**src/rtl/dop_pkg.sv**
```systemverilog
// Notes on behaviour
// - each port eight pins, per-bit control
// - direction 0 output, 1 input, resets 0
// - direction chosen per pin independently
// - output code 00 leaves pin undriven
// - output code 01 is P-channel open drain
// - output code 10 is N-channel open drain
// - output code 11 drives both levels
// - input code 01 enables pull-down
// - input code 10 enables pull-up
// - input codes 00, 11 float, no pull
// - reset gives high-impedance output everywhere
// - output pin shows data bit per drive
// - output pins read back stored data
// - input pins read the sensed level
// - control pair as bytes or word
// - data and direction byte-wide, reset zero
// - segment select overrides port use
package dop_pkg;
  // ----------------------------------------
  // register byte addresses
  // ----------------------------------------
  localparam logic [15:0] AddrEData = 16'hF270;
  localparam logic [15:0] AddrEDir = 16'hF271;
  localparam logic [15:0] AddrECon0 = 16'hF272;
  localparam logic [15:0] AddrECon1 = 16'hF273;
  localparam logic [15:0] AddrFData = 16'hF278;
  localparam logic [15:0] AddrFDir = 16'hF279;
  localparam logic [15:0] AddrFCon0 = 16'hF27A;
  localparam logic [15:0] AddrFCon1 = 16'hF27B;
  // ----------------------------------------
  // reset values and pin-state codes
  // ----------------------------------------
  localparam logic [7:0] ResetByte = 8'h00;
  localparam logic [1:0] CodeHiZ = 2'h0;
  localparam logic [1:0] CodePOpen = 2'h1;
  localparam logic [1:0] CodeNOpen = 2'h2;
  localparam logic [1:0] CodeCmos = 2'h3;
  localparam int PortWidth = 8;
endpackage

```
**src/rtl/dop_port.sv**
```systemverilog
// Decided for this implementation: strobed register access.
`timescale 1ns/1ps
// ----------------------------------------
// dual eight-bit general-purpose port
// ----------------------------------------
module dop_port #(
  parameter int Width = dop_pkg::PortWidth
) (
  input wire logic ref_clk,
  input wire logic rstn,
  input wire logic [15:0] busAddr,
  input wire logic [15:0] busWdata,
  input wire logic busWordWr,
  input wire logic busWr,
  input wire logic busRd,
  output logic [15:0] busRdata,
  input wire logic [Width-1:0] ePinIn,
  output logic [Width-1:0] ePinOut,
  output logic [Width-1:0] ePinOe,
  output logic [Width-1:0] ePullUp,
  output logic [Width-1:0] ePullDown,
  input wire logic [Width-1:0] segmentSelectThree,
  input wire logic [Width-1:0] fPinIn,
  output logic [Width-1:0] fPinOut,
  output logic [Width-1:0] fPinOe,
  output logic [Width-1:0] fPullUp,
  output logic [Width-1:0] fPullDown,
  input wire logic [Width-1:0] segmentSelectFour
);
  // the register map is eight bits per pin register
  // a wider port would need a second byte lane for every register
  if (Width != 8) begin : g_width_check
    $error("dop_port supports width 8 only");
  end

  // ----------------------------------------
  // registers
  // ----------------------------------------
  logic [7:0] eData_q, eDir_q, eCon0_q, eCon1_q; // port e
  logic [7:0] fData_q, fDir_q, fCon0_q, fCon1_q; // port f
  logic [7:0] eSync1_q, eSync2_q; // pin synchroniser e
  logic [7:0] fSync1_q, fSync2_q; // pin synchroniser f
  logic [15:0] rdata_q; // read data, valid one cycle after strobe

  // ----------------------------------------
  // write decode
  // ----------------------------------------
  // word access hits the low address only and fills both control bytes
  // a word flag on any other address is taken as a plain byte access
  // data register strobes
  wire wEData = busWr & (busAddr == dop_pkg::AddrEData);
  // direction register strobes
  wire wEDir = busWr & (busAddr == dop_pkg::AddrEDir);
  // control 0 is written by a byte or a word at its own address
  wire wECon0 = busWr & (busAddr == dop_pkg::AddrECon0);
  // control 1 by a byte at its own address or a word at control 0
  wire wECon1 = busWr & ((busAddr == dop_pkg::AddrECon1)
                         | (busAddr == dop_pkg::AddrECon0) & busWordWr);
  wire wFData = busWr & (busAddr == dop_pkg::AddrFData);
  wire wFDir = busWr & (busAddr == dop_pkg::AddrFDir);
  wire wFCon0 = busWr & (busAddr == dop_pkg::AddrFCon0);
  wire wFCon1 = busWr & ((busAddr == dop_pkg::AddrFCon1)
                         | (busAddr == dop_pkg::AddrFCon0) & busWordWr);
  // control 0 sits at an even address, so bit 0 low marks the word's base
  wire con1HiSel = busWordWr & ~busAddr[0];
  // high byte of a word write goes to control register 1
  wire [7:0] con1Wdata = con1HiSel ? busWdata[15:8] : busWdata[7:0];

  // ----------------------------------------
  // register file, all zero after reset
  // ----------------------------------------
  always_ff @(posedge ref_clk) begin
    if (!rstn) begin
      eData_q <= dop_pkg::ResetByte;
      eDir_q <= dop_pkg::ResetByte;
      eCon0_q <= dop_pkg::ResetByte;
      eCon1_q <= dop_pkg::ResetByte;
      fData_q <= dop_pkg::ResetByte;
      fDir_q <= dop_pkg::ResetByte;
      fCon0_q <= dop_pkg::ResetByte;
      fCon1_q <= dop_pkg::ResetByte;
    end else begin
      if (wEData) eData_q <= busWdata[7:0];
      if (wEDir) eDir_q <= busWdata[7:0];
      if (wECon0) eCon0_q <= busWdata[7:0];
      if (wECon1) eCon1_q <= con1Wdata;
      if (wFData) fData_q <= busWdata[7:0];
      if (wFDir) fDir_q <= busWdata[7:0];
      if (wFCon0) fCon0_q <= busWdata[7:0];
      if (wFCon1) fCon1_q <= con1Wdata;
    end
  end

  // ----------------------------------------
  // pin synchronisers, first stage read only by second
  // ----------------------------------------
  always_ff @(posedge ref_clk) begin
    if (!rstn) begin
      eSync1_q <= dop_pkg::ResetByte;
      eSync2_q <= dop_pkg::ResetByte;
      fSync1_q <= dop_pkg::ResetByte;
      fSync2_q <= dop_pkg::ResetByte;
    end else begin
      eSync1_q <= ePinIn;
      eSync2_q <= eSync1_q;
      fSync1_q <= fPinIn;
      fSync2_q <= fSync1_q;
    end
  end

  // ----------------------------------------
  // per-pin drive decode
  // ----------------------------------------
  logic [7:0] eDrv, eLvl, ePu, ePd, fDrv, fLvl, fPu, fPd;
  genvar i;
  generate
    // one slice per pin, every pin set up on its own
    for (i = 0; i < Width; i++) begin : g_pin
      // code bit 0 from control 0, bit 1 from control 1
      wire [1:0] eCode = {eCon1_q[i], eCon0_q[i]};
      wire [1:0] fCode = {fCon1_q[i], fCon0_q[i]};
      wire eOut = ~eDir_q[i] & ~segmentSelectThree[i];
      wire fOut = ~fDir_q[i] & ~segmentSelectFour[i];
      wire eIn = eDir_q[i] & ~segmentSelectThree[i];
      wire fIn = fDir_q[i] & ~segmentSelectFour[i];
      // drive enable: cmos always, p open drain on 1, n open drain on 0
      assign eDrv[i] = eOut & ((eCode == dop_pkg::CodeCmos)
                       | (eCode == dop_pkg::CodePOpen) & eData_q[i]
                       | (eCode == dop_pkg::CodeNOpen) & ~eData_q[i]);
      assign fDrv[i] = fOut & ((fCode == dop_pkg::CodeCmos)
                       | (fCode == dop_pkg::CodePOpen) & fData_q[i]
                       | (fCode == dop_pkg::CodeNOpen) & ~fData_q[i]);
      assign eLvl[i] = eData_q[i];
      assign fLvl[i] = fData_q[i];
      // pulls only in input mode; codes 00 and 11 float
      assign ePd[i] = eIn & (eCode == dop_pkg::CodePOpen);
      assign ePu[i] = eIn & (eCode == dop_pkg::CodeNOpen);
      assign fPd[i] = fIn & (fCode == dop_pkg::CodePOpen);
      assign fPu[i] = fIn & (fCode == dop_pkg::CodeNOpen);
    end
  endgenerate

  // ----------------------------------------
  // pad controls, straight from the decode
  // ----------------------------------------
  // enables are combinational from registers, so they move right after a write
  assign ePinOe = eDrv;
  assign ePinOut = eLvl;
  assign ePullUp = ePu;
  assign ePullDown = ePd;
  assign fPinOe = fDrv;
  assign fPinOut = fLvl;
  assign fPullUp = fPu;
  assign fPullDown = fPd;

  // ----------------------------------------
  // read path: output pins give stored bit, input pins the sensed level
  // ----------------------------------------
  wire [7:0] eRead = (eData_q & ~eDir_q) | (eSync2_q & eDir_q);
  wire [7:0] fRead = (fData_q & ~fDir_q) | (fSync2_q & fDir_q);
  wire [15:0] rdMux =
      (busAddr == dop_pkg::AddrEData) ? {8'h00, eRead} :
      (busAddr == dop_pkg::AddrEDir) ? {8'h00, eDir_q} :
      (busAddr == dop_pkg::AddrECon0) ? {eCon1_q, eCon0_q} :
      (busAddr == dop_pkg::AddrECon1) ? {8'h00, eCon1_q} :
      (busAddr == dop_pkg::AddrFData) ? {8'h00, fRead} :
      (busAddr == dop_pkg::AddrFDir) ? {8'h00, fDir_q} :
      (busAddr == dop_pkg::AddrFCon0) ? {fCon1_q, fCon0_q} :
      (busAddr == dop_pkg::AddrFCon1) ? {8'h00, fCon1_q} : 16'h0000;

  // read data held only in the cycle after the strobe
  always_ff @(posedge ref_clk) begin
    if (!rstn) rdata_q <= 16'h0000;
    else if (busRd) rdata_q <= rdMux;
    else rdata_q <= 16'h0000;
  end
  assign busRdata = rdata_q;

  // ----------------------------------------
  // checks
  // ----------------------------------------
  reset_hiz_a: assert property (@(posedge ref_clk) $fell(rstn) |=> (ePinOe == 8'h00 && fPinOe == 8'h00))
    else $error("pins driven after reset");
  input_nodrive_a: assert property (@(posedge ref_clk) disable iff (!rstn) (ePinOe & eDir_q) == 8'h00)
    else $error("input pin driven");
  cmos_drive_a: assert property (@(posedge ref_clk) disable iff (!rstn)
      (eCon0_q == 8'hFF && eCon1_q == 8'hFF && eDir_q == 8'h00 && segmentSelectThree == 8'h00)
      |-> ePinOe == 8'hFF) else $error("cmos pins not driven");
  hiz_code_a: assert property (@(posedge ref_clk) disable iff (!rstn)
      ((fPinOe & ~(fCon0_q | fCon1_q)) == 8'h00)) else $error("code 00 pin driven");
  pull_input_a: assert property (@(posedge ref_clk) disable iff (!rstn)
      ((ePullUp | ePullDown) & ~eDir_q) == 8'h00 && (ePullUp & ePullDown) == 8'h00)
    else $error("pull on output pin");
  segment_off_a: assert property (@(posedge ref_clk) disable iff (!rstn)
      (fPinOe & segmentSelectFour) == 8'h00) else $error("segment pin driven");
  word_write_a: assert property (@(posedge ref_clk) disable iff (!rstn)
      (busWr && busWordWr && busAddr == dop_pkg::AddrECon0) |=> eCon1_q == $past(busWdata[15:8]))
    else $error("word write missed high byte");
  dir_read_a: assert property (@(posedge ref_clk) disable iff (!rstn)
      (busRd && busAddr == dop_pkg::AddrFDir) |=> busRdata == {8'h00, $past(fDir_q)})
    else $error("direction readback wrong");
  data_read_a: assert property (@(posedge ref_clk) disable iff (!rstn)
      (busRd && busAddr == dop_pkg::AddrEData && eDir_q == 8'h00) |=> busRdata[7:0] == $past(eData_q))
    else $error("output data readback wrong");

  // ----------------------------------------
  // drive check mirrors for the other port, per-bit drive checks on both ports
  // ----------------------------------------
  // an input pin of port f never drives
  f_input_nodrive_a: assert property (@(posedge ref_clk) disable iff (!rstn)
      (fPinOe & fDir_q) == 8'h00)
    else $error("port f input pin driven");

  // code 00 on port e leaves the pin undriven
  e_hiz_code_a: assert property (@(posedge ref_clk) disable iff (!rstn)
      (ePinOe & ~(eCon0_q | eCon1_q)) == 8'h00)
    else $error("port e code 00 pin driven");

  // every cmos output pin of port e drives, bit by bit
  e_cmos_bits_a: assert property (@(posedge ref_clk) disable iff (!rstn)
      ((eCon0_q & eCon1_q & ~eDir_q & ~segmentSelectThree) & ~ePinOe) == 8'h00)
    else $error("port e cmos pin not driven");

  // every cmos output pin of port f drives, bit by bit
  f_cmos_bits_a: assert property (@(posedge ref_clk) disable iff (!rstn)
      ((fCon0_q & fCon1_q & ~fDir_q & ~segmentSelectFour) & ~fPinOe) == 8'h00)
    else $error("port f cmos pin not driven");

  // p open drain on port e drives exactly where the data bit is one
  e_popen_high_a: assert property (@(posedge ref_clk) disable iff (!rstn)
      ((eCon0_q & ~eCon1_q & ~eDir_q & ~segmentSelectThree) & (ePinOe ^ eData_q)) == 8'h00)
    else $error("port e p open drain wrong");

  // p open drain on port f drives exactly where the data bit is one
  f_popen_high_a: assert property (@(posedge ref_clk) disable iff (!rstn)
      ((fCon0_q & ~fCon1_q & ~fDir_q & ~segmentSelectFour) & (fPinOe ^ fData_q)) == 8'h00)
    else $error("port f p open drain wrong");

  // n open drain on port e drives exactly where the data bit is zero
  e_nopen_low_a: assert property (@(posedge ref_clk) disable iff (!rstn)
      ((~eCon0_q & eCon1_q & ~eDir_q & ~segmentSelectThree) & (ePinOe ^ ~eData_q)) == 8'h00)
    else $error("port e n open drain wrong");

  // n open drain on port f drives exactly where the data bit is zero
  f_nopen_low_a: assert property (@(posedge ref_clk) disable iff (!rstn)
      ((~fCon0_q & fCon1_q & ~fDir_q & ~segmentSelectFour) & (fPinOe ^ ~fData_q)) == 8'h00)
    else $error("port f n open drain wrong");

  // the level offered to the pad is always the stored data
  e_level_data_a: assert property (@(posedge ref_clk) disable iff (!rstn)
      ePinOut == eData_q)
    else $error("port e pin level wrong");

  // same for port f
  f_level_data_a: assert property (@(posedge ref_clk) disable iff (!rstn)
      fPinOut == fData_q)
    else $error("port f pin level wrong");

  // ----------------------------------------
  // pull resistor checks
  // ----------------------------------------
  // pulls of port f only on input pins and never both at once
  f_pull_input_a: assert property (@(posedge ref_clk) disable iff (!rstn)
      ((fPullUp | fPullDown) & ~fDir_q) == 8'h00 && (fPullUp & fPullDown) == 8'h00)
    else $error("port f pull on output pin");

  // pull-down of port e follows code 01 on input pins exactly
  e_pulldown_code_a: assert property (@(posedge ref_clk) disable iff (!rstn)
      ePullDown == (eDir_q & eCon0_q & ~eCon1_q & ~segmentSelectThree))
    else $error("port e pull-down wrong");

  // pull-down of port f follows code 01 on input pins exactly
  f_pulldown_code_a: assert property (@(posedge ref_clk) disable iff (!rstn)
      fPullDown == (fDir_q & fCon0_q & ~fCon1_q & ~segmentSelectFour))
    else $error("port f pull-down wrong");

  // pull-up of port e follows code 10 on input pins exactly
  e_pullup_code_a: assert property (@(posedge ref_clk) disable iff (!rstn)
      ePullUp == (eDir_q & ~eCon0_q & eCon1_q & ~segmentSelectThree))
    else $error("port e pull-up wrong");

  // pull-up of port f follows code 10 on input pins exactly
  f_pullup_code_a: assert property (@(posedge ref_clk) disable iff (!rstn)
      fPullUp == (fDir_q & ~fCon0_q & fCon1_q & ~segmentSelectFour))
    else $error("port f pull-up wrong");

  // codes 00 and 11 on an input pin of port e: no pull, no drive
  e_float_nopull_a: assert property (@(posedge ref_clk) disable iff (!rstn)
      (~(eCon0_q ^ eCon1_q) & eDir_q & (ePullUp | ePullDown | ePinOe)) == 8'h00)
    else $error("port e floating input not floating");

  // codes 00 and 11 on an input pin of port f: no pull, no drive
  f_float_nopull_a: assert property (@(posedge ref_clk) disable iff (!rstn)
      (~(fCon0_q ^ fCon1_q) & fDir_q & (fPullUp | fPullDown | fPinOe)) == 8'h00)
    else $error("port f floating input not floating");

  // ----------------------------------------
  // segment hand-over
  // ----------------------------------------
  // a pin of port e given to the display gets no drive and no pull
  e_segment_off_a: assert property (@(posedge ref_clk) disable iff (!rstn)
      ((ePinOe | ePullUp | ePullDown) & segmentSelectThree) == 8'h00)
    else $error("port e segment pin used");

  // a pin of port f given to the display gets no pull
  f_segment_pulls_a: assert property (@(posedge ref_clk) disable iff (!rstn)
      ((fPullUp | fPullDown) & segmentSelectFour) == 8'h00)
    else $error("port f segment pin pulled");

  // ----------------------------------------
  // register access checks
  // ----------------------------------------
  // a word write to port f control fills both bytes
  f_word_write_a: assert property (@(posedge ref_clk) disable iff (!rstn)
      (busWr && busWordWr && busAddr == dop_pkg::AddrFCon0)
      |=> fCon1_q == $past(busWdata[15:8]) && fCon0_q == $past(busWdata[7:0]))
    else $error("port f word write wrong");

  // a read at port e control 0 returns the pair
  e_word_read_a: assert property (@(posedge ref_clk) disable iff (!rstn)
      (busRd && busAddr == dop_pkg::AddrECon0) |=> busRdata == {$past(eCon1_q), $past(eCon0_q)})
    else $error("port e control pair readback wrong");

  // a byte write to control 1 of port e leaves control 0 alone
  e_con1_byte_a: assert property (@(posedge ref_clk) disable iff (!rstn)
      (busWr && busAddr == dop_pkg::AddrECon1) |=> eCon1_q == $past(busWdata[7:0]) && $stable(eCon0_q))
    else $error("port e control 1 byte write wrong");

  // a byte write to control 1 of port f leaves control 0 alone
  f_con1_byte_a: assert property (@(posedge ref_clk) disable iff (!rstn)
      (busWr && busAddr == dop_pkg::AddrFCon1) |=> fCon1_q == $past(busWdata[7:0]) && $stable(fCon0_q))
    else $error("port f control 1 byte write wrong");

  // direction bits of port e take the written byte
  e_dir_write_a: assert property (@(posedge ref_clk) disable iff (!rstn)
      (busWr && busAddr == dop_pkg::AddrEDir) |=> eDir_q == $past(busWdata[7:0]))
    else $error("port e direction write wrong");

  // direction bits of port f take the written byte
  f_dir_write_a: assert property (@(posedge ref_clk) disable iff (!rstn)
      (busWr && busAddr == dop_pkg::AddrFDir) |=> fDir_q == $past(busWdata[7:0]))
    else $error("port f direction write wrong");

  // data of port e takes the written byte
  e_data_write_a: assert property (@(posedge ref_clk) disable iff (!rstn)
      (busWr && busAddr == dop_pkg::AddrEData) |=> eData_q == $past(busWdata[7:0]))
    else $error("port e data write wrong");

  // data of port f takes the written byte
  f_data_write_a: assert property (@(posedge ref_clk) disable iff (!rstn)
      (busWr && busAddr == dop_pkg::AddrFData) |=> fData_q == $past(busWdata[7:0]))
    else $error("port f data write wrong");

  // all-output port f reads back its stored data
  f_data_read_a: assert property (@(posedge ref_clk) disable iff (!rstn)
      (busRd && busAddr == dop_pkg::AddrFData && fDir_q == 8'h00) |=> busRdata[7:0] == $past(fData_q))
    else $error("port f output readback wrong");

  // all-input port e reads the synchronised pin level
  e_input_read_a: assert property (@(posedge ref_clk) disable iff (!rstn)
      (busRd && busAddr == dop_pkg::AddrEData && eDir_q == 8'hFF) |=> busRdata[7:0] == $past(eSync2_q))
    else $error("port e input readback wrong");

  // all-input port f reads the synchronised pin level
  f_input_read_a: assert property (@(posedge ref_clk) disable iff (!rstn)
      (busRd && busAddr == dop_pkg::AddrFData && fDir_q == 8'hFF) |=> busRdata[7:0] == $past(fSync2_q))
    else $error("port f input readback wrong");

  // read data stand one cycle only, zero otherwise
  read_idle_zero_a: assert property (@(posedge ref_clk) disable iff (!rstn)
      !busRd |=> busRdata == 16'h0000)
    else $error("read data outside its cycle");

  // reset clears every mode register, whatever came before
  reset_regs_a: assert property (@(posedge ref_clk)
      !rstn |=> (eDir_q | eCon0_q | eCon1_q | fDir_q | fCon0_q | fCon1_q) == 8'h00)
    else $error("mode registers not cleared by reset");
endmodule

```
**config.mk**
```make
export PLATFORM = sky130hd
export DESIGN_NAME = dop_port
export DESIGN_NICKNAME = d
export VERILOG_FILES = /design/src/rtl/dop_pkg.sv /design/src/rtl/dop_port.sv
export SDC_FILE = /design/constraint.sdc
export NUM_CORES = 1
export LEC_CHECK = 0
export BUFFER_PORTS_ARGS = -buffer_cell sky130_fd_sc_hd__buf_2
export CAP_MARGIN = 40
export CORE_UTILIZATION = 45
export DETAILED_ROUTE_END_ITERATION = 12
export PLACE_DENSITY = 0.71
export SLEW_MARGIN = 15
export SYNTH_ARGS = -nofsm -noshare
export SYNTH_HDL_FRONTEND = slang
export SYNTH_SLANG_ARGS = --single-unit
```
**constraint.sdc**
```tcl
create_clock -name ref_clk -period 3.2 [get_ports ref_clk]
set_clock_uncertainty 0.05 [all_clocks]
set_input_delay 0.48 -clock ref_clk [delete_from_list [all_inputs] [get_ports ref_clk]]
set_output_delay 0.48 -clock ref_clk [all_outputs]
set_load 0.01 [all_outputs]
```
=== Yosys cells after proc, flatten, opt, wreduce, memory -nomap -nowiden ===
Index checks and enable logic that the tools add are counted.

* Bits in registers: 112
* Bits of input ports: 69
* Output and inout port bits: 80
* Logic and storage cells: 297

* Eq/ne operators: 56
* Multiplexer cells: 9
* Bitwise logic cells: 216
* Reduce and logical (&&, ||, !) cells: 2

{| class="wikitable"
|+ Operators by type and width
! kind !! number
|-
| $eq 16x16->1 const B || 8
|-
| $and 1x1->1 || 123
|-
| $mux 16 || 5
|-
| $eq 2x2->1 const B || 32
|-
| $not 1->1 || 51
|-
| $or 1x1->1 || 34
|-
| $and 8x8->8 || 4
|-
| $eq 2x1->1 const B || 16
|-
| $mux 8 || 4
|-
| $not 8->8 || 2
|-
| $or 8x8->8 || 2
|-
| $reduce_or 4->1 || 1
|-
| $reduce_and 2->1 || 1
|}

=== Depth between registers and ports, before layout ===
Gate-level depths: netlist (run 1).

* Word-level depth: 9
* Depth in mapped cells: 6
* Gate-level depth less buffers: 4

=== Least setup slack after synthesis (run 1) ===
OpenSTA, ideal clock, no wires.

* Path kind: input to register
* Start: in busAddr[10]
* End: reg eDir_q[1]
* Setup time: 123 ps
* Arrival: 2166 ps
* Required time: 3027 ps
* Slack: 861 ps
* Stages: 6
* Buffers on the path: 2
* Cells stage by stage: nand4bb_1 -> or4_1 -> buf_6 -> or4_4 -> buf_6 -> mux2i_1

* Longest elaborated chain between the ends: 2

{| class="wikitable"
|+ RTL lines
! what !! RTL line !! text
|-
| from (decl) || dop_port.sv:11 || <nowiki>input wire logic [15:0] busAddr,</nowiki>
|-
| $eq 16x16->1 || dop_port.sv:53 || <nowiki>wire wEDir = busWr & (busAddr == dop_pkg::AddrEDir);</nowiki>
|-
| $and 1x1->1 || dop_port.sv:53 ||
|-
| to (signal assigned) || dop_port.sv:75 || <nowiki>eDir_q <= dop_pkg::ResetByte;</nowiki>
|-
| to (signal assigned) || dop_port.sv:84 || <nowiki>if (wEDir) eDir_q <= busWdata[7:0];</nowiki>
|-
| to (decl) || dop_port.sv:39 || <nowiki>logic [7:0] eData_q, eDir_q, eCon0_q, eCon1_q;</nowiki>
|}

Every way passes these cells.
A chain may end at the register's enable or synchronous reset.

=== Worst setup path after layout (run 1) ===
* Start: in busAddr[10]
* End: reg eDir_q[4]

The elaborated chain is that of the path after synthesis.

==> insert_results.sql, run 1 <==
INSERT INTO impl_metrics (metric_group, metric, value, unit) VALUES
('yosys', 'synth_cell_types', '41', ''),
('route', 'finalWirelength', '14.2', 'mm'),
('die', 'design.die.area', '0.0122', 'mm^2'),
('critical_path', 'critical_r2r_capture', 'busRdata[2]$_SDFF_PN0_', ''),
('yosys', 'synth.largest_area_cell', 'sky130_fd_sc_hd__dfxtp_1', ''),
('yosys', 'synth_area', '0.00527', 'mm^2'),
('worst_hold_path', 'worstHoldPathCells', '2', ''),
('yosys', 'fraction_of_the_yosys_area_taken_by_sequential_cells', '0.425', ''),
('cts', 'ctsHtreeMaxLevel', '3', ''),
('critical_path', 'rr_worst_depth', '4', ''),
('sta', 'final_min_period_over_clock_period', '0.742', ''),
('global_route', 'grt_start_max_net_pins', '99', ''),
('route', 'detailedRoute.firstIterationViolations', '274', ''),
('placement', 'pre_cts_slack', '480', 'ps'),
('die', 'rows', '39', ''),
('die', 'die_width', '110', 'um'),
('yosys', 'synth-seq-cells', '112', ''),
('pwr', 'cellPowerDensity', '426', 'mW/mm^2'),
('yosys', 'main_synth_ff_type', 'sky130_fd_sc_hd__dfxtp_1', ''),
('sta', 'grt_setup_unrepaired', 'false', ''),
('final_layout', 'design.final.nets', '742', ''),
('route', 'met1_length', '6.37', 'mm'),
('sta', 'number_of_hold_violations_in_the_final_report', '0', ''),
('route', 'via_count', '4578', ''),
('sta', 'tightestPinTransition', '696', 'ps'),
('cts', 'insertion_delay_of_the_later_clocked_pin_in_the_worst_skew_pair', '350', 'ps'),
('global_route', 'grt_antenna_before_repair', '0', ''),
('critical_path', 'reg2reg_from', 'fDir_q[2]$_SDFFE_PN0P_', ''),
('critical_path', 'critical_path_class', 'in -> reg', ''),
('sta', 'layout_min_cycle_time', '2370', 'ps'),
('pwr', 'maximum_resistive_drop_on_vdd', '0.248', 'mV'),
('global_route', 'first_global_vias', '4201', ''),
('worst_hold_path', 'min-delay-path-class', 'in -> reg', ''),
('route', 'met2RoutedLength', '6.59', 'mm'),
('placement', 'gp_routability_congestion', '0.881', ''),
('cts', 'cts_buffers', '9', ''),
('flow_run', 'max_cap_viol_count', '0', ''),
('placement', 'dpl.hpwl', '10.4', 'mm'),
('cts', 'clockBufferDepth', '2', ''),
('run_status', 'violations', 'DRC', ''),
('sta', 'postLayoutSetupSlackWorst', '827', 'ps'),
('yosys', 'synth-async-reset-ratio', '0', ''),
('route', 'routedWlPerCell', '17.3', 'um'),
('sta', 'drv_slew', '0', ''),
('final_layout', 'syn2layout_area_growth', '22.4', '%'),
('critical_path', 'worstPathMaxFanout', '8', ''),
('pwr', 'finalPower', '0.00275', 'W'),
('cts', 'clkTransAtPathRegs', '70', 'ps'),
('route', 'remaining_drc_errors', '2', ''),
('critical_path', 'end_kind', 'flip-flop', ''),
('global_route', 'grt_first_pass_wirelength', '21.4', 'mm'),
('critical_path', 'critPathLaunchType', 'input pin', ''),
('yosys', 'netlist_instances', '533', ''),
('critical_path', 'slowest_stage_cell_crit_path', 'sky130_fd_sc_hd__or4_1', ''),
('yosys', 'synthTopCellsByArea', 'sky130_fd_sc_hd__dfxtp_1, sky130_fd_sc_hd__mux2i_1, sky130_fd_sc_hd__nand2_1, sky130_fd_sc_hd__nor4bb_1, sky130_fd_sc_hd__and2_1', ''),
('yosys', 'syn_nets', '602', ''),
('route', 'drt_pre_antenna_iters', '9', ''),
('critical_path', 'worst_ep_arrival_time', '2540', 'ps'),
('route', 'post_drt_via_cell_ratio', '5.58', ''),
('yosys', 'synthesis.yosys.warnings', '0', ''),
('global_route', 'global_route.usage.total', '0.238', ''),
('route', 'highest_layer', 'met4', ''),
('die', 'die_h', '110', 'um'),
('final_layout', 'diodes_inserted', '0', ''),
('cts', 'clock_tree_from_tritoncts', 'built', ''),
('pwr', 'static-leakage-power', '2.69', 'nW'),
('final_layout', 'layout_commonest_cell', 'sky130_fd_sc_hd__buf_2', ''),
('global_route', 'overflow_left_after_global_routing', '0', ''),
('cts', 'clock_sink_count', '112', ''),
('route', 'met3_length', '844', 'um'),
('run_status', 'outcome', 'complete, but fails checks', '');
==> sequential cells by signal, summed over array words and instances, names as in the netlist <==
| name | count |
|---|---|
| busRdata | 16 |
| eCon0_q | 8 |
| eCon1_q | 8 |
| eDir_q | 8 |
| ePinOut | 8 |
| eSync1_q | 8 |
| eSync2_q | 8 |
| fCon0_q | 8 |
| fCon1_q | 8 |
| fDir_q | 8 |
| fPinOut | 8 |
| fSync1_q | 8 |
| fSync2_q | 8 |
==> how the worst max path moves through the flow <==
| stage | cells after the start | start | slack [ps] | to |
|---|---|---|---|---|
| after floorplan | 6 | busAddr[10] | 860 | eDir_q[1]$_SDFFE_PN0P_ |
| after global placement | 5 | busAddr[10] | 530 | eDir_q[5]$_SDFFE_PN0P_ |
| after detailed placement | 5 | busAddr[10] | 480 | eDir_q[4]$_SDFFE_PN0P_ |
| after CTS | 5 | busAddr[10] | 850 | eDir_q[4]$_SDFFE_PN0P_ |
| after global routing | 5 | busAddr[10] | 760 | fCon1_q[3]$_SDFFE_PN0P_ |
| final | 5 | busAddr[10] | 830 | eDir_q[4]$_SDFFE_PN0P_ |
==> synth_stat cells (all sizes together) (3+ instances only) <==
library cell and n:
and2 33, dfxtp 112, nor2b 4, o211ai 6
or4 3, o21ai 6, nand3 5, nand4b 3
buf 8, nor4bb 31, nor3b 3, mux2i 106
nand2b 4, nor3 22, nor2 11, nand2 93
or3b 3, a21oi 12, clkbuf 19, a22oi 5
o22a 4, nor4 8, mux2 15
==> routing by layer <==
layer	vias to the layer above	GRT usage
li1	2205	-
met1	2175	0.307
met2	168	0.389
met3	30	0.0441
met4	0	0.102
met5	-	0
==> cells by family after synthesis <==
group / share of synthesized area
AOI/OAI and AO/OA: 0.0522
buffers and inverters: 0.0235
DFF: 0.425
muxes: 0.242
and+or+nand+nor: 0.257
==> power breakdown <==
part	switching (W)	internal, W
clock	0.000526	0.000617
combinational	0.000113	0.0000785
sequential	0.00000378	0.00141
==> layout make-up <==
type                       count  area (um^2)  share of cell area
timing repair buffer         156          816               0.126
inverter                       2         7.51             0.00116
tap                          143          179              0.0277
sequential                   112         2240               0.347
clock buffer                   9          225              0.0349
clock inverter                 7         78.8              0.0122
multi-input combinational    392         2910               0.450
==> worst max-delay path, delay by kind of cell <==
family        cells  cell delay [ps]
buf+inv           1              100
mux               1              170
simple gates      3             1800
==> per-stage QoR <==
step | std cells | hold WS [ps] | util | cell area (um^2)
finish | 821 | 283 | 0.565 | 6450
global route | 821 | 275 | 0.565 | 6450
CTS | 821 | 277 | 0.565 | 6450
detailed placement | 805 | 369 | 0.539 | 6150
global placement | 805 | 365 | 0.539 | 6150
floorplan | 533 | 362 | - | 5270
Power figures use the tool's default switching activity.
==> inputs of run 2 (changes only) <==
--- a/config.mk
+++ b/config.mk
@@ -9,7 +9,7 @@
 export CAP_MARGIN = 40
 export CORE_UTILIZATION = 45
 export DETAILED_ROUTE_END_ITERATION = 12
-export PLACE_DENSITY = 0.71
+export PLACE_DENSITY = 0.73
 export SLEW_MARGIN = 15
 export SYNTH_ARGS = -nofsm -noshare
 export SYNTH_HDL_FRONTEND = slang
==> constraint.sdc (replaced) <==
create_clock -name ref_clk -period 1.96 [get_ports ref_clk]
set_clock_uncertainty 0.05 [all_clocks]
set_input_delay 0.294 -clock ref_clk [delete_from_list [all_inputs] [get_ports ref_clk]]
set_output_delay 0.294 -clock ref_clk [all_outputs]
set_load 0.01 [all_outputs]
==> run 2 against run 1 <==
Effect of this change:
- the flow now finishes without violations
- highest routed layer unchanged
- combinational power up 77%
- critical path type unchanged
- worst setup slack worse by 790 ps
- hold slack worse by 180 ps
- non-clock buffer count up 24
- critical endpoint is now eCon1_q[3]$_SDFFE_PN0P_
==> insert_results.sql, run 2 (same netlist as run 1, synthesis figures left out) <==
INSERT INTO impl_metrics (metric_group, metric, value, unit) VALUES
('run_status', 'outcome', 'complete, no violations', ''),
('die', 'die_width', '110', 'um'),
('sta', 'finalSetupTns', '0', 'ps'),
('cts', 'clock_sink_count', '112', ''),
('cts', 'cts.root.buffer_cell', 'sky130_fd_sc_hd__clkbuf_16', ''),
('placement', 'gp_routability_congestion', '0.848', ''),
('sta', 'grt_setup_unrepaired', 'true', ''),
('global_route', 'grt_antenna_before_repair', '0', ''),
('route', 'finalWirelength', '14.4', 'mm'),
('sta', 'drv_slew', '0', ''),
('die', 'floorplan.initialDensity', '0.462', ''),
('critical_path', 'worstPathMaxFanout', '8', ''),
('global_route', 'first_global_vias', '4442', ''),
('final_layout', 'diodes_inserted', '0', ''),
('global_route', 'overflow_left_after_global_routing', '0', ''),
('cts', 'postCtsHoldBufs', '0', ''),
('die', 'die_h', '110', 'um'),
('placement', 'dpl.hpwl', '10.7', 'mm'),
('die', 'design.die.area', '0.0122', 'mm^2'),
('final_layout', 'final_cell_mix', 'sky130_fd_sc_hd__buf_2, sky130_fd_sc_hd__dfxtp_1, sky130_fd_sc_hd__mux2i_1, sky130_fd_sc_hd__nand2_1, sky130_fd_sc_hd__and2_1', ''),
('global_route', 'grt_first_pass_wirelength', '22.0', 'mm'),
('critical_path', 'critPathLaunchType', 'input pin', ''),
('worst_hold_path', 'worstHoldPathCells', '2', ''),
('route', 'post_drt_via_cell_ratio', '5.57', ''),
('critical_path', 'critical_path_class', 'in -> reg', ''),
('critical_path', 'cp_data_required_time', '2180', 'ps'),
('critical_path', 'r2r_slack', '320', 'ps'),
('sta', 'fmaxAchievable', '520', 'MHz'),
('route', 'routedWlPerCell', '17.1', 'um'),
('placement', 'numPortBuffers', '148', ''),
('final_layout', 'drive_above_1_share', '0.319', ''),
('worst_hold_path', 'hold_end', 'fSync1_q[3]$_SDFF_PN0_', ''),
('route', 'drt_pre_antenna_iters', '5', ''),
('route', 'via_count', '4707', ''),
('cts', 'post_cts_resize_count', '0', ''),
('critical_path', 'rr_worst_depth', '4', ''),
('cts', 'cts_buffers', '9', ''),
('sta', 'final_min_period_over_clock_period', '0.981', ''),
('pwr', 'static-leakage-power', '2.83', 'nW'),
('die', 'design.core.area', '0.0114', 'mm^2'),
('worst_hold_path', 'worst_hold_startpoint', 'fPinIn[3]', ''),
('cts', 'ctsHtreeMaxLevel', '3', ''),
('cts', 'clkTransAtPathRegs', '70', 'ps'),
('route', 'detailedRoute.firstIterationViolations', '277', ''),
('worst_hold_path', 'min-delay-path-class', 'in -> reg', ''),
('pwr', 'cellPowerDensity', '666', 'mW/mm^2'),
('sta', 'number_of_hold_violations_in_the_final_report', '0', ''),
('route', 'remaining_drc_errors', '0', ''),
('cts', 'clockBufferDepth', '2', ''),
('critical_path', 'worst_ep_arrival_time', '2140', 'ps'),
('sta', 'tightestPinTransition', '665', 'ps'),
('global_route', 'grt_start_max_net_pins', '69', ''),
('final_layout', 'finalCoreUtilization', '0.589', ''),
('flow_run', 'max_cap_viol_count', '0', ''),
('sta', 'remaining_max_slew_budget_at_the_tightest_pin', '0.552', ''),
('global_route', 'global_route.usage.total', '0.240', ''),
('sta', 'report.final.setup_viol', '0', ''),
('die', 'design.portCount', '149', ''),
('pwr', 'finalPower', '0.00448', 'W'),
('critical_path', 'reg2reg_from', 'fDir_q[1]$_SDFFE_PN0P_', ''),
('critical_path', 'end_kind', 'flip-flop', ''),
('pwr', 'maximum_resistive_drop_on_vdd', '0.411', 'mV'),
('final_layout', 'syn2layout_area_growth', '27.5', '%'),
('cts', 'clock_tree_from_tritoncts', 'built', ''),
('sta', 'layout_min_cycle_time', '1920', 'ps'),
('critical_path', 'critical_r2r_capture', 'busRdata[1]$_SDFF_PN0_', ''),
('route', 'antenna_violating_nets_post_route', '0', ''),
('final_layout', 'layout_commonest_cell', 'sky130_fd_sc_hd__buf_2', ''),
('cts', 'insertion_delay_of_the_later_clocked_pin_in_the_worst_skew_pair', '340', 'ps'),
('final_layout', 'design.final.nets', '766', ''),
('cts', 'cts.repair_timing.setup_buffer_count', '0', ''),
('die', 'rows', '39', ''),
('final_layout', 'largest_register_ff_count', '16', '');
## run 2: cell count changes in the layout (fill, tap and decap cells not counted), sizes merged
| cell | before | now |
|---|---|---|
| buf | 156 | 180 |
| inv | 5 | 2 |
| clkbuf | 9 | 11 |
| clkinv | 1 | 3 |
| clkinvlp | 2 | 1 |
## run 2: worst max-delay path: stages
cell and delay [ps]:
sky130_fd_sc_hd__buf_2 120, sky130_fd_sc_hd__or3b_1 400, sky130_fd_sc_hd__or4_4 460, sky130_fd_sc_hd__buf_4 200, sky130_fd_sc_hd__nor4_4 290, sky130_fd_sc_hd__buf_12 180, sky130_fd_sc_hd__mux2i_1 180
## run 2: area by class of cell
type	instances	area [um^2]
fill	1014	4700
inverter	2	7.51
sequential	112	2240
tap	143	179
timing repair buffer	180	1070
multi-input combinational	392	2930
clock inverter	5	56.3
clock buffer	11	243
## run 2: worst max-delay path by stage
stage | from | endpoint | cells after the start
after floorplan | busAddr[2] | eDir_q[1]$_SDFFE_PN0P_ | 6
after global placement | busAddr[2] | fPinOut[1]$_SDFFE_PN0P_ | 7
after detailed placement | busAddr[2] | eCon1_q[5]$_SDFFE_PN0P_ | 7
after CTS | busAddr[2] | eCon1_q[3]$_SDFFE_PN0P_ | 7
after global routing | busAddr[2] | fPinOut[4]$_SDFFE_PN0P_ | 7
final | busAddr[2] | eCon1_q[3]$_SDFFE_PN0P_ | 7
## run 2: stage by stage
stage / hold slack, ps / setup WS (ps) / std cells / instance area (um^2)
floorplan: 362 / -188 / 533 / 5290
global placement: 367 / -252 / 829 / 6420
detailed placement: 368 / -333 / 829 / 6420
CTS: 93.8 / 7.30 / 845 / 6720
global route: 94.8 / -13.0 / 845 / 6720
finish: 98.7 / 37.3 / 845 / 6720
## run 2: power breakdown
| part | internal (W) | switching (W) | leakage, nW | total, W |
|---|---|---|---|---|
| Sequential | 0.00230 | 0.00000661 | 0.909 | 0.00231 |
| Combinational | 0.000147 | 0.000193 | 1.77 | 0.000340 |
| Clock | 0.00102 | 0.000804 | 0.145 | 0.00183 |
## run 2: routing by layer
metal	vias to the layer above	track usage	wire [um]
li1	2258	-	-
met1	2240	0.301	6300
met2	181	0.415	7000
met3	28	0.0353	751
met4	0	0.0959	398
met5	-	0	0
==> inputs of run 3 (changes only) <==
--- a/config.mk
+++ b/config.mk
@@ -9,6 +9,7 @@
 export CAP_MARGIN = 40
 export CORE_UTILIZATION = 45
 export DETAILED_ROUTE_END_ITERATION = 12
+export HOLD_SLACK_MARGIN = 0.1
 export PLACE_DENSITY = 0.73
 export SLEW_MARGIN = 15
 export SYNTH_ARGS = -nofsm -noshare
==> constraint.sdc (replaced) <==
create_clock -name ref_clk -period 1.65 [get_ports ref_clk]
set_clock_uncertainty 0.05 [all_clocks]
set_input_delay 0.2475 -clock ref_clk [delete_from_list [all_inputs] [get_ports ref_clk]]
set_output_delay 0.2475 -clock ref_clk [all_outputs]
set_load 0.01 [all_outputs]
==> run 3 against run 2 <==
Effect of this change:
- the flow now finishes with violations (setup timing)
- clock power increased by 15%
- design area rose by 6.4%
- largest power group unchanged
- non-clock buffer count rose by 31
- utilization is 3.8 points higher
- hold slack better by 90 ps
- sequential power up 19%
- final cell count grew 3.7%
- global-route usage about the same
- wire length rose by 0.80%
- worst setup slack worse by 110 ps
- sequential share of layout area down 1.8 points
- clock-buffer cell count is 1 lower
==> insert_results.sql, run 3 (same netlist as run 1, synthesis figures left out) <==
INSERT INTO impl_metrics (metric_group, metric, value, unit) VALUES
('global_route', 'overflow_left_after_global_routing', '0', ''),
('cts', 'clockBufferDepth', '2', ''),
('placement', 'numPortBuffers', '148', ''),
('sta', 'final_min_period_over_clock_period', '1.05', ''),
('critical_path', 'launch_point_of_the_critical_path', 'busAddr[2]', ''),
('cts', 'ctsHtreeMaxLevel', '3', ''),
('critical_path', 'critPathLaunchType', 'input pin', ''),
('run_status', 'outcome', 'complete, but fails checks', ''),
('die', 'design.die.area', '0.0122', 'mm^2'),
('global_route', 'global_route.usage.total', '0.241', ''),
('worst_hold_path', 'worstHoldPathCells', '3', ''),
('global_route', 'grt_antenna_before_repair', '0', ''),
('sta', 'report.final.setup_viol', '25', ''),
('route', 'via_count', '4798', ''),
('route', 'drt_pre_antenna_iters', '5', ''),
('route', 'post_drt_via_cell_ratio', '5.48', ''),
('route', 'remaining_drc_errors', '0', ''),
('final_layout', 'syn2layout_area_growth', '35.7', '%'),
('route', 'antenna_violating_nets_post_route', '0', ''),
('die', 'design.portCount', '149', ''),
('sta', 'drv_slew', '0', ''),
('flow_run', 'max_cap_viol_count', '0', ''),
('cts', 'cts_buffers', '9', ''),
('placement', 'count_of_placed_standard_cells_including_taps', '843', ''),
('die', 'floorplan.initialDensity', '0.462', ''),
('global_route', 'first_global_vias', '4494', ''),
('sta', 'postLayoutSetupSlackWorst', '-74.3', 'ps'),
('cts', 'insertion_delay_of_the_later_clocked_pin_in_the_worst_skew_pair', '350', 'ps'),
('critical_path', 'end_kind', 'flip-flop', ''),
('sta', 'tightestPinTransition', '710', 'ps'),
('sta', 'grt_setup_unrepaired', 'true', ''),
('cts', 'cts.root.buffer_cell', 'sky130_fd_sc_hd__clkbuf_16', ''),
('sta', 'layout_min_cycle_time', '1720', 'ps'),
('die', 'design.core.area', '0.0114', 'mm^2'),
('critical_path', 'reg2reg_from', 'fDir_q[1]$_SDFFE_PN0P_', ''),
('final_layout', 'layout_commonest_cell', 'sky130_fd_sc_hd__buf_2', ''),
('final_layout', 'diodes_inserted', '0', ''),
('critical_path', 'rr_worst_depth', '4', ''),
('route', 'detailedRoute.firstIterationViolations', '270', ''),
('final_layout', 'design.final.nets', '797', ''),
('cts', 'clkTransAtPathRegs', '70', 'ps'),
('die', 'rows', '39', ''),
('sta', 'number_of_hold_violations_in_the_final_report', '0', ''),
('die', 'die_width', '110', 'um'),
('die', 'die_h', '110', 'um'),
('sta', 'fmaxAchievable', '580', 'MHz'),
('sta', 'remaining_max_slew_budget_at_the_tightest_pin', '0.522', ''),
('final_layout', 'finalCoreUtilization', '0.626', ''),
('route', 'routedWlPerCell', '16.6', 'um'),
('global_route', 'grt_start_max_net_pins', '55', ''),
('cts', 'clock_tree_from_tritoncts', 'built', ''),
('route', 'finalWirelength', '14.6', 'mm'),
('final_layout', 'fin_cells', '876', ''),
('placement', 'dpl.hpwl', '10.7', 'mm'),
('pwr', 'maximum_resistive_drop_on_vdd', '0.461', 'mV'),
('critical_path', 'worstPathMaxFanout', '8', ''),
('pwr', 'static-leakage-power', '2.99', 'nW'),
('critical_path', 'critical_path_class', 'in -> reg', ''),
('worst_hold_path', 'min-delay-path-class', 'in -> reg', ''),
('global_route', 'grt_first_pass_wirelength', '22.4', 'mm'),
('pwr', 'cellPowerDensity', '742', 'mW/mm^2'),
('placement', 'gp_routability_congestion', '0.829', ''),
('final_layout', 'final_cell_mix', 'sky130_fd_sc_hd__buf_2, sky130_fd_sc_hd__mux2i_1, sky130_fd_sc_hd__dfxtp_1, sky130_fd_sc_hd__nand2_1, sky130_fd_sc_hd__and2_1', ''),
('cts', 'clock_sink_count', '112', ''),
('cts', 'cts.repair_timing.setup_buffer_count', '0', ''),
('final_layout', 'drive_above_1_share', '0.364', ''),
('critical_path', 'worst_ep_arrival_time', '1890', 'ps'),
('final_layout', 'largest_register_ff_count', '16', ''),
('critical_path', 'cp_data_required_time', '1810', 'ps'),
('worst_hold_path', 'worst_hold_startpoint', 'rstn', ''),
('run_status', 'violations', 'setup timing', '');
[run 3: cell types whose count changed in the layout (fill, tap and decap cells not counted), moves of 4 or more]
cell / delta
sky130_fd_sc_hd__nor4bb_2: +5
sky130_fd_sc_hd__dfxtp_1: -10
sky130_fd_sc_hd__nor2_1: -4
sky130_fd_sc_hd__buf_4: +7
sky130_fd_sc_hd__buf_6: +8
sky130_fd_sc_hd__dfxtp_2: +10
sky130_fd_sc_hd__nor4bb_1: -5
sky130_fd_sc_hd__dlygate4sd3_1: +16
[run 3: final timing paths]
| kind | end | slack, ps |
|---|---|---|
| setup reg to reg | busRdata[1]$_SDFF_PN0_ | 120 |
| hold reg to reg | fSync2_q[0]$_SDFF_PN0_ | 380 |
| setup / recovery | eDir_q[1]$_SDFFE_PN0P_ | -70 |
| hold / removal | ePinOut[3]$_SDFFE_PN0P_ | 190 |
[run 3: metal layers]
| metal | GRT usage | routed length (um) |
|---|---|---|
| met5 | 0 | 0 |
| met4 | 0.0836 | 308 |
| met2 | 0.410 | 7100 |
| met1 | 0.306 | 6230 |
| met3 | 0.0435 | 925 |
[run 3: where the power goes]
part | internal [W] | leakage [nW] | switching (W)
registers | 0.00274 | 0.914 | 0.00000804
logic | 0.000216 | 1.94 | 0.000240
clock network | 0.00109 | 0.141 | 0.00102
[run 3: what timing repair did]
action / 4_1_cts / 5_1_grt
gates cloned: 0 / 1
pin swaps: 4 / 5
endpoints found under the setup margin: 52 / 79
hold buffers: 16 / 0
resized for setup: 7 / 32
endpoints found under the hold margin: 16 / 0
[run 3: worst max-delay path, cell delays in order]
cell	delay, ps
sky130_fd_sc_hd__buf_6	90
sky130_fd_sc_hd__or3b_4	380
sky130_fd_sc_hd__or4_4	460
sky130_fd_sc_hd__or4_4	540
sky130_fd_sc_hd__mux2i_1	160
[run 3: layout make-up]
class	instances	area, um^2
fill	930	4270
multi-input combinational	392	3040
sequential	112	2250
timing repair buffer	211	1380
clock buffer	10	239
tap	143	179
clock inverter	6	50.0
inverter	2	7.51
[run 3: per-stage QoR]
| step | TNS (ps) | setup WS, ps | instance area, um^2 | total power [W] | hold slack [ps] |
|---|---|---|---|---|---|
| 6_report | -982 | -74.3 | 7150 | 0.00531 | 188 |
| 5_1_grt | -2420 | -96.4 | 7150 | 0.00549 | 182 |
| 4_1_cts | -1220 | -73.3 | 7030 | 0.00532 | 179 |
| 3_5_place_dp | -30770 | -597 | 6560 | 0.00322 | 368 |
| 3_3_place_gp | -29070 | -524 | 6560 | 0.00321 | 367 |
| 2_1_floorplan | -16340 | -451 | 5330 | 0.00302 | 325 |
